`src/hdl/epo_consts.svh`:
```
`ifndef EPO_CONSTS_SVH
`define EPO_CONSTS_SVH

// ============================================================
// Register byte offsets
`define EPO_ADDR_GEN_CTRL 8'h00
`define EPO_ADDR_GEN_WIDTH 8'h04
`define EPO_ADDR_CAL_CTRL 8'h08
`define EPO_ADDR_CAL_WIDTH 8'h0C
`define EPO_ADDR_CAL_EPP 8'h10
`define EPO_ADDR_STATUS 8'h14
`define EPO_ADDR_CAL_ACC 8'h18

// ============================================================
// Control register fields
`define EPO_PORT_LSB 0
`define EPO_PORT_MSB 2
`define EPO_MODE_BIT 4
`define EPO_POL_BIT 5
`define EPO_INT_LSB 8
`define EPO_INT_MSB 9

// ============================================================
// Status register fields
`define EPO_ST_OUT_LSB 0
`define EPO_ST_OUT_MSB 3
`define EPO_ST_LED_BIT 4
`define EPO_ST_REJ_BIT 8
`define EPO_ST_CNT_LSB 16
`define EPO_ST_CNT_MSB 31

// ============================================================
// Reset values: widths in milliseconds, energy quantum in milli-watt-hours.
`define EPO_GEN_WIDTH_RST 16'h03E8
`define EPO_CAL_WIDTH_RST 16'h0032
`define EPO_EPP_RST 16'h0708
`define EPO_PORT_RST 3'h0
`define EPO_PORT_LAST 3'h4

// ============================================================
// Timing
`define EPO_CLK_PERIOD_NS 10
`define EPO_MS_NS 1000000
`define EPO_WMS_PER_MWH 3600
`define EPO_PEND_MAX 4'hF

`endif

```
`src/hdl/epo_pkg.sv`:
```
package epo_pkg;

    typedef enum logic [1:0] {
        EPO_INT_ABS = 2'h0,
        EPO_INT_FWD = 2'h1,
        EPO_INT_REV = 2'h2,
        EPO_INT_NET = 2'h3
    } epo_int_mode_t;

    typedef enum logic [2:0] {
        EPO_ST_IDLE = 3'b001,
        EPO_ST_HIGH = 3'b010,
        EPO_ST_GAP = 3'b100
    } epo_state_t;

    // Port code 0 is unassigned; 4 is solid_state_output_four.
    typedef struct packed {
        logic [2:0] port;
        logic kyz;
        logic invert;
        epo_int_mode_t int_mode;
    } epo_ctrl_t;

    typedef struct packed {
        logic [15:0] width_ms;
        logic kyz;
        logic invert;
        logic gap;
    } epo_shape_cfg_t;

endpackage

```
`src/hdl/epo_pulse_shaper.sv`:
```
`timescale 1ns/1ns
`include "epo_consts.svh"

module epo_pulse_shaper (
    // Clock and reset
    input wire logic hclk,
    input wire logic hresetn,
    // Timebase and events
    input wire logic tick,
    input wire logic event_in,
    input wire epo_pkg::epo_shape_cfg_t cfg,
    // Shaped level
    output logic level
);
    import epo_pkg::*;

    epo_state_t state_r;
    logic [15:0] cnt_r;
    logic [3:0] pend_r;
    logic pulse_r;
    logic kyz_r;
    logic [15:0] width_eff;
    logic start;
    logic cnt_done;

    assign width_eff = (cfg.width_ms == 16'h0000) ? 16'h0001 : cfg.width_ms;
    assign start = (state_r == EPO_ST_IDLE) && (pend_r != 4'h0);
    assign cnt_done = tick && (cnt_r <= 16'h0001);

    // ============================================================
    // Events that arrive while a pulse runs wait here.
    always_ff @(posedge hclk or negedge hresetn) begin
        if (!hresetn) begin
            pend_r <= 4'h0;
        end else if (event_in && !start && pend_r != `EPO_PEND_MAX) begin
            pend_r <= pend_r + 4'h1;
        end else if (!event_in && start) begin
            pend_r <= pend_r - 4'h1;
        end
    end

    // ============================================================
    // Pulse timing.
    always_ff @(posedge hclk or negedge hresetn) begin
        if (!hresetn) begin
            state_r <= EPO_ST_IDLE;
            cnt_r <= 16'h0000;
        end else begin
            case (state_r)
                EPO_ST_IDLE: begin
                    if (start) begin
                        state_r <= EPO_ST_HIGH;
                        cnt_r <= width_eff;
                    end
                end
                EPO_ST_HIGH: begin
                    if (cnt_done && cfg.gap) begin
                        state_r <= EPO_ST_GAP;
                        cnt_r <= width_eff;
                    end else if (cnt_done) begin
                        state_r <= EPO_ST_IDLE;
                    end else if (tick) begin
                        cnt_r <= cnt_r - 16'h0001;
                    end
                end
                EPO_ST_GAP: begin
                    if (cnt_done) begin
                        state_r <= EPO_ST_IDLE;
                    end else if (tick) begin
                        cnt_r <= cnt_r - 16'h0001;
                    end
                end
                default: begin
                    state_r <= EPO_ST_IDLE;
                end
            endcase
        end
    end

    // ============================================================
    // Pulse and transition levels.
    always_ff @(posedge hclk or negedge hresetn) begin
        if (!hresetn) begin
            pulse_r <= 1'b0;
            kyz_r <= 1'b0;
        end else begin
            if (start && !cfg.kyz) begin
                pulse_r <= 1'b1;
            end else if (state_r == EPO_ST_HIGH && cnt_done) begin
                pulse_r <= 1'b0;
            end
            if (start && cfg.kyz) begin
                kyz_r <= ~kyz_r;
            end
        end
    end

    assign level = cfg.kyz ? kyz_r : (pulse_r ^ cfg.invert);

endmodule

```
`src/hdl/epo_top.sv`:
```
`timescale 1ns/1ns
`include "epo_consts.svh"


module epo_top #(
    parameter int CYCLES_PER_MS = `EPO_MS_NS / `EPO_CLK_PERIOD_NS
) (
    // Clock and reset
    input wire logic hclk,
    input wire logic hresetn,
    // AHB-Lite slave
    input wire logic hsel,
    input wire logic [31:0] haddr,
    input wire logic [1:0] htrans,
    input wire logic hwrite,
    input wire logic [2:0] hsize,
    input wire logic [31:0] hwdata,
    input wire logic hready,
    output logic hreadyout,
    output logic [31:0] hrdata,
    output logic hresp,
    // Measured power and pulse requests
    input wire logic signed [31:0] power_in,
    input wire logic pulse_in,
    // Pulse outputs
    output logic [3:0] channel_out,
    output logic led_out
);
    import epo_pkg::*;

    logic hreadyout_r;
    logic [31:0] hrdata_r;
    logic hresp_r;
    logic wr_pend_r;
    logic rd_pend_r;
    logic [7:0] addr_r;
    logic accept;

    epo_ctrl_t gen_ctrl_r;
    epo_ctrl_t cal_ctrl_r;
    logic [15:0] gen_width_r;
    logic [15:0] cal_width_r;
    logic [15:0] cal_epp_r;
    logic reject_r;
    logic [15:0] cal_count_r;

    logic [31:0] tick_cnt_r;
    logic tick_r;
    logic signed [47:0] acc_r;
    logic signed [47:0] contrib;
    logic signed [47:0] acc_sum;
    logic signed [47:0] thr;
    logic cal_evt_r;

    logic gen_lvl;
    logic cal_lvl;
    logic led_lvl;
    logic [3:0] channel_r;
    logic led_r;
    logic [31:0] rd_val;

    logic wr_en;
    logic [2:0] wr_port;
    logic port_bad;
    logic wr_gen_ctrl;
    logic wr_cal_ctrl;

    assign accept = hsel && htrans[1] && hready;
    assign wr_en = wr_pend_r;
    assign wr_port = hwdata[`EPO_PORT_MSB:`EPO_PORT_LSB];

    // ============================================================
    // Bus front end: writes take no wait state, reads take one.
    always_ff @(posedge hclk or negedge hresetn) begin
        if (!hresetn) begin
            wr_pend_r <= 1'b0;
            rd_pend_r <= 1'b0;
            addr_r <= 8'h00;
            hreadyout_r <= 1'b1;
            hresp_r <= 1'b0;
        end else begin
            wr_pend_r <= accept && hwrite;
            rd_pend_r <= accept && !hwrite;
            hreadyout_r <= !(accept && !hwrite);
            hresp_r <= 1'b0;
            if (accept) begin
                addr_r <= haddr[7:0];
            end
        end
    end

    always_ff @(posedge hclk or negedge hresetn) begin
        if (!hresetn) begin
            hrdata_r <= 32'h0000_0000;
        end else if (rd_pend_r) begin
            hrdata_r <= rd_val;
        end
    end

    always_comb begin
        rd_val = 32'h0000_0000;
        case (addr_r)
            `EPO_ADDR_GEN_CTRL: begin
                rd_val[`EPO_PORT_MSB:`EPO_PORT_LSB] = gen_ctrl_r.port;
                rd_val[`EPO_MODE_BIT] = gen_ctrl_r.kyz;
                rd_val[`EPO_POL_BIT] = gen_ctrl_r.invert;
            end
            `EPO_ADDR_GEN_WIDTH: rd_val[15:0] = gen_width_r;
            `EPO_ADDR_CAL_CTRL: begin
                rd_val[`EPO_PORT_MSB:`EPO_PORT_LSB] = cal_ctrl_r.port;
                rd_val[`EPO_MODE_BIT] = cal_ctrl_r.kyz;
                rd_val[`EPO_INT_MSB:`EPO_INT_LSB] = cal_ctrl_r.int_mode;
            end
            `EPO_ADDR_CAL_WIDTH: rd_val[15:0] = cal_width_r;
            `EPO_ADDR_CAL_EPP: rd_val[15:0] = cal_epp_r;
            `EPO_ADDR_STATUS: begin
                rd_val[`EPO_ST_OUT_MSB:`EPO_ST_OUT_LSB] = channel_r;
                rd_val[`EPO_ST_LED_BIT] = led_r;
                rd_val[`EPO_ST_REJ_BIT] = reject_r;
                rd_val[`EPO_ST_CNT_MSB:`EPO_ST_CNT_LSB] = cal_count_r;
            end
            `EPO_ADDR_CAL_ACC: rd_val = acc_r[31:0];
            default: rd_val = 32'h0000_0000;
        endcase
    end

    // ============================================================
    // Configuration registers.
    // A port write is refused when the code names no channel or one already
    // claimed by the other pulser; zero (unassigned) is always accepted.
    assign wr_gen_ctrl = wr_en && (addr_r == `EPO_ADDR_GEN_CTRL);
    assign wr_cal_ctrl = wr_en && (addr_r == `EPO_ADDR_CAL_CTRL);
    assign port_bad = (wr_port > `EPO_PORT_LAST) || ((wr_port != 3'h0) &&
        ((wr_gen_ctrl && wr_port == cal_ctrl_r.port) ||
         (wr_cal_ctrl && wr_port == gen_ctrl_r.port)));

    always_ff @(posedge hclk or negedge hresetn) begin
        if (!hresetn) begin
            gen_ctrl_r <= '{port: `EPO_PORT_RST, kyz: 1'b0, invert: 1'b0,
                            int_mode: EPO_INT_ABS};
            cal_ctrl_r <= '{port: `EPO_PORT_RST, kyz: 1'b0, invert: 1'b0,
                            int_mode: EPO_INT_ABS};
        end else begin
            if (wr_gen_ctrl) begin
                gen_ctrl_r.kyz <= hwdata[`EPO_MODE_BIT];
                gen_ctrl_r.invert <= hwdata[`EPO_POL_BIT];
                if (!port_bad) begin
                    gen_ctrl_r.port <= wr_port;
                end
            end
            if (wr_cal_ctrl) begin
                cal_ctrl_r.kyz <= hwdata[`EPO_MODE_BIT];
                cal_ctrl_r.int_mode <= epo_int_mode_t'(hwdata[`EPO_INT_MSB:`EPO_INT_LSB]);
                if (!port_bad) begin
                    cal_ctrl_r.port <= wr_port;
                end
            end
        end
    end

    always_ff @(posedge hclk or negedge hresetn) begin
        if (!hresetn) begin
            gen_width_r <= `EPO_GEN_WIDTH_RST;
            cal_width_r <= `EPO_CAL_WIDTH_RST;
            cal_epp_r <= `EPO_EPP_RST;
        end else if (wr_en) begin
            if (addr_r == `EPO_ADDR_GEN_WIDTH) begin
                gen_width_r <= hwdata[15:0];
            end
            if (addr_r == `EPO_ADDR_CAL_WIDTH) begin
                cal_width_r <= hwdata[15:0];
            end
            if (addr_r == `EPO_ADDR_CAL_EPP) begin
                cal_epp_r <= hwdata[15:0];
            end
        end
    end

    // Refusal flag: a new refusal wins over a clearing write to the status word.
    always_ff @(posedge hclk or negedge hresetn) begin
        if (!hresetn) begin
            reject_r <= 1'b0;
        end else if ((wr_gen_ctrl || wr_cal_ctrl) && port_bad) begin
            reject_r <= 1'b1;
        end else if (wr_en && addr_r == `EPO_ADDR_STATUS) begin
            reject_r <= 1'b0;
        end
    end

    // ============================================================
    // Millisecond timebase.
    always_ff @(posedge hclk or negedge hresetn) begin
        if (!hresetn) begin
            tick_cnt_r <= 32'h0000_0000;
            tick_r <= 1'b0;
        end else if (tick_cnt_r >= 32'(CYCLES_PER_MS - 1)) begin
            tick_cnt_r <= 32'h0000_0000;
            tick_r <= 1'b1;
        end else begin
            tick_cnt_r <= tick_cnt_r + 32'h0000_0001;
            tick_r <= 1'b0;
        end
    end

    // ============================================================
    // Energy integration in watt-milliseconds, one sample per tick.
    always_comb begin
        contrib = 48'sh0;
        case (cal_ctrl_r.int_mode)
            EPO_INT_ABS: contrib = power_in[31] ? -48'(power_in) : 48'(power_in);
            EPO_INT_FWD: contrib = power_in[31] ? 48'sh0 : 48'(power_in);
            EPO_INT_REV: contrib = power_in[31] ? -48'(power_in) : 48'sh0;
            EPO_INT_NET: contrib = 48'(power_in);
            default: contrib = 48'sh0;
        endcase
    end

    assign acc_sum = acc_r + contrib;
    assign thr = 48'(cal_epp_r) * 48'(`EPO_WMS_PER_MWH);

    always_ff @(posedge hclk or negedge hresetn) begin
        if (!hresetn) begin
            acc_r <= 48'sh0;
            cal_evt_r <= 1'b0;
        end else if (tick_r && acc_sum >= thr) begin
            acc_r <= acc_sum - thr;
            cal_evt_r <= 1'b1;
        end else begin
            if (tick_r) begin
                acc_r <= acc_sum;
            end
            cal_evt_r <= 1'b0;
        end
    end

    always_ff @(posedge hclk or negedge hresetn) begin
        if (!hresetn) begin
            cal_count_r <= 16'h0000;
        end else if (cal_evt_r) begin
            cal_count_r <= cal_count_r + 16'h0001;
        end
    end

    // ============================================================
    // Pulse shapers.
    epo_pulse_shaper u_gen (
        .hclk(hclk),
        .hresetn(hresetn),
        .tick(tick_r),
        .event_in(pulse_in),
        .cfg('{width_ms: gen_width_r, kyz: gen_ctrl_r.kyz,
               invert: gen_ctrl_r.invert, gap: 1'b0}),
        .level(gen_lvl)
    );

    epo_pulse_shaper u_cal (
        .hclk(hclk),
        .hresetn(hresetn),
        .tick(tick_r),
        .event_in(cal_evt_r),
        .cfg('{width_ms: cal_width_r, kyz: cal_ctrl_r.kyz,
               invert: 1'b0, gap: 1'b1}),
        .level(cal_lvl)
    );

    epo_pulse_shaper u_led (
        .hclk(hclk),
        .hresetn(hresetn),
        .tick(tick_r),
        .event_in(cal_evt_r),
        .cfg('{width_ms: cal_width_r, kyz: 1'b0, invert: 1'b0, gap: 1'b1}),
        .level(led_lvl)
    );

    // ============================================================
    // Channel routing: unassigned channels stay low.
    for (genvar ch = 0; ch < 4; ch++) begin : g_chan
        always_ff @(posedge hclk or negedge hresetn) begin
            if (!hresetn) begin
                channel_r[ch] <= 1'b0;
            end else if (gen_ctrl_r.port == 3'(ch + 1)) begin
                channel_r[ch] <= gen_lvl;
            end else if (cal_ctrl_r.port == 3'(ch + 1)) begin
                channel_r[ch] <= cal_lvl;
            end else begin
                channel_r[ch] <= 1'b0;
            end
        end
    end

    always_ff @(posedge hclk or negedge hresetn) begin
        if (!hresetn) begin
            led_r <= 1'b0;
        end else begin
            led_r <= led_lvl;
        end
    end

    assign hreadyout = hreadyout_r;
    assign hrdata = hrdata_r;
    assign hresp = hresp_r;
    assign channel_out = channel_r;
    assign led_out = led_r;

endmodule
```
`config.mk`:
```
export PLATFORM = sky130hd
export DESIGN_NAME = epo_top
export DESIGN_NICKNAME = d
export VERILOG_FILES = /design/src/hdl/epo_pkg.sv /design/src/hdl/epo_pulse_shaper.sv /design/src/hdl/epo_top.sv
export VERILOG_INCLUDE_DIRS = /design/src /design/src/hdl
export SDC_FILE = /design/constraint.sdc
export NUM_CORES = 1
export LEC_CHECK = 0
export BUFFER_PORTS_ARGS = -buffer_cell sky130_fd_sc_hd__buf_2
export CAP_MARGIN = 30
export CELL_PAD_IN_SITES_DETAIL_PLACEMENT = 1
export CELL_PAD_IN_SITES_GLOBAL_PLACEMENT = 1
export CORE_ASPECT_RATIO = 1.5
export CORE_MARGIN = 5
export CORE_UTILIZATION = 42
export CTS_BUF_LIST = sky130_fd_sc_hd__clkbuf_2 sky130_fd_sc_hd__clkbuf_4 sky130_fd_sc_hd__clkbuf_8
export DETAILED_ROUTE_END_ITERATION = 8
export PLACE_DENSITY_LB_ADDON = 0.2
export SLEW_MARGIN = 20
export SYNTH_ARGS = -nofsm -noshare
export SYNTH_HDL_FRONTEND = slang
export SYNTH_SLANG_ARGS = --single-unit
```
`constraint.sdc`:
```
create_clock -name hclk -period 9.9 [get_ports hclk]
set_clock_uncertainty 0.2 [all_clocks]
set_input_delay 1.98 -clock hclk [delete_from_list [all_inputs] [get_ports hclk]]
set_output_delay 1.98 -clock hclk [all_outputs]
set_load 0.01 [all_outputs]
```
==> flow_metrics.env <==
export IMPL_status="completed"
export IMPL_die_area_sq_um=53900
export IMPL_yosysMostFrequentCell="dfrtp_1"
export IMPL_arrival_ps=9490
export IMPL_hold_path_class="reg -> reg"
export IMPL_fillerInstances=5859
export IMPL_slew_violations=0
export IMPL_yosys_top_cells_count="dfrtp_1 (262), nor2_1 (226), a21oi_1 (220)"
export IMPL_yosysWarnings=0
export IMPL_cellLeakagePower_nw=10.0
export IMPL_postSynthAreaPerCell_sq_um=8.67
export IMPL_synth_ff_type="dfrtp_1"
export IMPL_p_sw_frac=0.483
export IMPL_setup_viol=0
export IMPL_timing_final_crit_share=0.931
export IMPL_slew_limit_headroom=0.290
export IMPL_ys_ff_latch=279
export IMPL_r2r_cells=28
export IMPL_end_kind="flop"
export IMPL_htreeDepth=2
export IMPL_synth_top_area_frac=0.317
export IMPL_fin_crit_ps=9210
export IMPL_yosysTopAreaCell="dfrtp_1"
export IMPL_p_clk_frac=0.138
export IMPL_hold_path_end="u_gen.kyz_r$_DFFE_PN0P_"
export IMPL_p_per_area_nw_per_um2=358
export IMPL_initial_utilization=0.424
export IMPL_clk_latency_ps=610
export IMPL_rrSetupSlack_ps=1490
export IMPL_fp_coreArea_sq_um=48800
export IMPL_crit_required_ps=10170
export IMPL_detailed_place_hpwl_um=56200
export IMPL_p_seq_frac=0.228
export IMPL_maxCapViolCount=0
export IMPL_drive_gt1_frac=0.150
export IMPL_gp_congestion=0.926
export IMPL_intPower_w=0.00429
export IMPL_rows=99
export IMPL_grt_pass1_vias=20300
export IMPL_syn_area_sq_um=20700
export IMPL_synth_area_top_cells="dfrtp_1 (32%), ha_1 (8.9%), a21oi_1 (5.3%), o21ai_0 (4.3%), nor2_1 (4.1%)"
export IMPL_hold_depth=1
export IMPL_dr_pass1_iters=5
export IMPL_cts_resized=0
export IMPL_grt_overflow_total=0
export IMPL_first_iter_violations=831
export IMPL_max_freq_mhz=109
export IMPL_hp_start="u_gen.kyz_r$_DFFE_PN0P_"
export IMPL_finalPower_w=0.00831
export IMPL_rsz0062_at_grt="no"
export IMPL_routed_wl_um=71500
export IMPL_comb_power_share=0.635
export IMPL_dr_total_vias=18900
export IMPL_yosysSeqAreaShare=0.338
export IMPL_path_class="in -> reg"
export IMPL_track_usage=0.263
export IMPL_io_buffers=100
export IMPL_die_x_um=191
export IMPL_synthCells=2388
export IMPL_synth_distinct_cells=89
export IMPL_synthArstFlopShare=1.00
export IMPL_hold_ws_ps=271
export IMPL_post_route_drc_count=0
export IMPL_cp_start_kind="input port"
export IMPL_io_pin_count=146
export IMPL_clk_pin_slew_worst_paths_ps=60
export IMPL_worst_pin_slew_ps=1070
export IMPL_numClockSinks=279
export IMPL_grt_pass1_wl_um=113000
export IMPL_ir_worst_vdd_v=0.000216
export IMPL_numCtsBuffers=47
export IMPL_worstReg2RegEnd="acc_r[6]$_DFFE_PN0P_"
export IMPL_hold_buffers=0
export IMPL_report_final_hold_viol_count=0
export IMPL_syn2layout_area_growth_pct=12.1
export IMPL_drt_antenna_violating_nets=0
export IMPL_p_sw_w=0.00402
export IMPL_antenna_found_initial=1
export IMPL_chipHeight_um=282
export IMPL_cts_tree="built"
export IMPL_routedWlPerCell_um=22.4
export IMPL_tns_ps=0
export IMPL_ctsLongestPathBuffers=3
export IMPL_viasPerCell=5.92
export IMPL_clock_root_buffer="clkbuf_8"
export IMPL_synth_enable_flop_cells=0
export IMPL_nets=2784
export IMPL_worst_path_max_fanout=42
export IMPL_cts_setup_buffers=0
export IMPL_grt_max_degree=158
export IMPL_r2r_start="cal_epp_r[3]$_DFFE_PN1P_"
==> worst max path at each step <==
stage / startpoint / to / slack (ps)
after CTS: power_in[11] / acc_r[6]$_DFFE_PN0P_ / 670
after detailed placement: power_in[11] / acc_r[6]$_DFFE_PN0P_ / 60
final: power_in[11] / acc_r[6]$_DFFE_PN0P_ / 690
after global routing: power_in[11] / acc_r[41]$_DFFE_PN0P_ / 240
after floorplan: power_in[13] / acc_r[41]$_DFFE_PN0P_ / 1370
after global placement: power_in[11] / acc_r[6]$_DFFE_PN0P_ / 160
==> metrics by stage <==
| stage | setup WS [ps] | area (sq um) | utilization | std cells |
|---|---|---|---|---|
| after detailed placement | 56.4 | 22100 | 0.454 | 3106 |
| after global placement | 160 | 22100 | 0.454 | 3106 |
| after global routing | 240 | 23200 | 0.476 | 3195 |
| after floorplan | 1370 | 20800 | - | 2403 |
| final | 687 | 23200 | 0.476 | 3195 |
| after CTS | 673 | 23200 | 0.475 | 3192 |
==> cells by family after synthesis <==
group | share of synthesized area
buffers and inverters | 0.0420
adder cells (fa/ha/maj) | 0.117
AND/OR/NAND/NOR | 0.190
XOR/XNOR | 0.0558
flip-flops | 0.338
AO/OA/AOI/OAI | 0.210
multiplexers | 0.0470
other | 0.000181
==> sequential cells by signal, indices dropped and copies added (netlist names), 2 cells and up <==
| register | count |
|---|---|
| acc_r | 48 |
| addr_r | 8 |
| cal_count_r | 16 |
| cal_ctrl_r | 6 |
| cal_epp_r | 16 |
| cal_width_r | 16 |
| channel_out | 4 |
| gen_ctrl_r | 5 |
| gen_width_r | 16 |
| hrdata | 32 |
| tick_cnt_r | 32 |
| u_cal.cnt_r | 16 |
| u_cal.pend_r | 4 |
| u_cal.state_r | 3 |
| u_gen.cnt_r | 16 |
| u_gen.pend_r | 4 |
| u_gen.state_r | 2 |
| u_led.cnt_r | 16 |
| u_led.pend_r | 4 |
| u_led.state_r | 3 |
==> layout make-up <==
class	instances	area, sq um	area share
inverter	114	428	0.0184
timing repair buffer	158	996	0.0429
antenna	1	2.50	0.000108
sequential	279	7010	0.302
clock buffer	75	913	0.0394
tap	656	821	0.0354
multi-input combinational	1901	12900	0.557
clock inverter	11	123	0.00528
==> metal layers <==
metal	part of all wire	wire [um]	track usage
met1	0.39	27700	0.288
met2	0.52	37500	0.498
met3	0.028	2030	0.0263
met4	0.059	4240	0.132
met5	0	0	0
==> placed cells by master (no fill, tap or decap), types with 12 or more instances in the layout <==
cell type	count
o31a_1	16
clkbuf_4	19
a31oi_1	20
o31ai_1	24
a21oi_1	219
o21ai_0	179
nand2_1	183
conb_1	16
buf_4	54
nand4_1	40
a21o_1	41
ha_1	147
mux2i_1	14
or2_2	16
inv_1	113
a22oi_1	26
nor2b_1	16
nor2_1	225
nand2b_1	31
nand3_1	60
dfrtp_1	260
a221oi_1	18
a211oi_1	18
nor4_1	32
fa_1	29
or3_1	18
nor3_1	69
and2_1	21
clkbuf_8	56
xnor2_1	76
buf_2	99
xor2_1	56
and3_1	30
mux2_2	74
dfstp_2	17
o22ai_1	19
a22o_1	12
==> critical path, stage by stage <==
cell and delay, ps:
buf_2 130, or4_1 570, nor4_1 310, or3b_2 510, or3_1 350, or3_1 370, or3_1 370, nor3_1 210
inv_1 110, a21oi_1 150, a31oi_1 60, ha_1 340, o21ai_0 120, o21ai_0 200, a211oi_1 510, xnor2_1 190
ha_1 340, nand4_1 240, nor2_1 200, and3b_1 170, nand4_1 320, or4_1 530, nand3_1 130, nor4_2 100
a31oi_4 240, buf_12 240, nor2_2 90, a221o_1 340
==> power groups by stage <==
stage | clock network, W | registers (W) | logic (W)
after global placement | 0 | 0.00189 | 0.00502
after floorplan | 0 | 0.00172 | 0.00386
final | 0.00115 | 0.00189 | 0.00527
after global routing | 0.00123 | 0.00193 | 0.00581
after detailed placement | 0 | 0.00191 | 0.00524
after CTS | 0.00118 | 0.00189 | 0.00528
No activity file was read; power rests on OpenSTA's default activity.
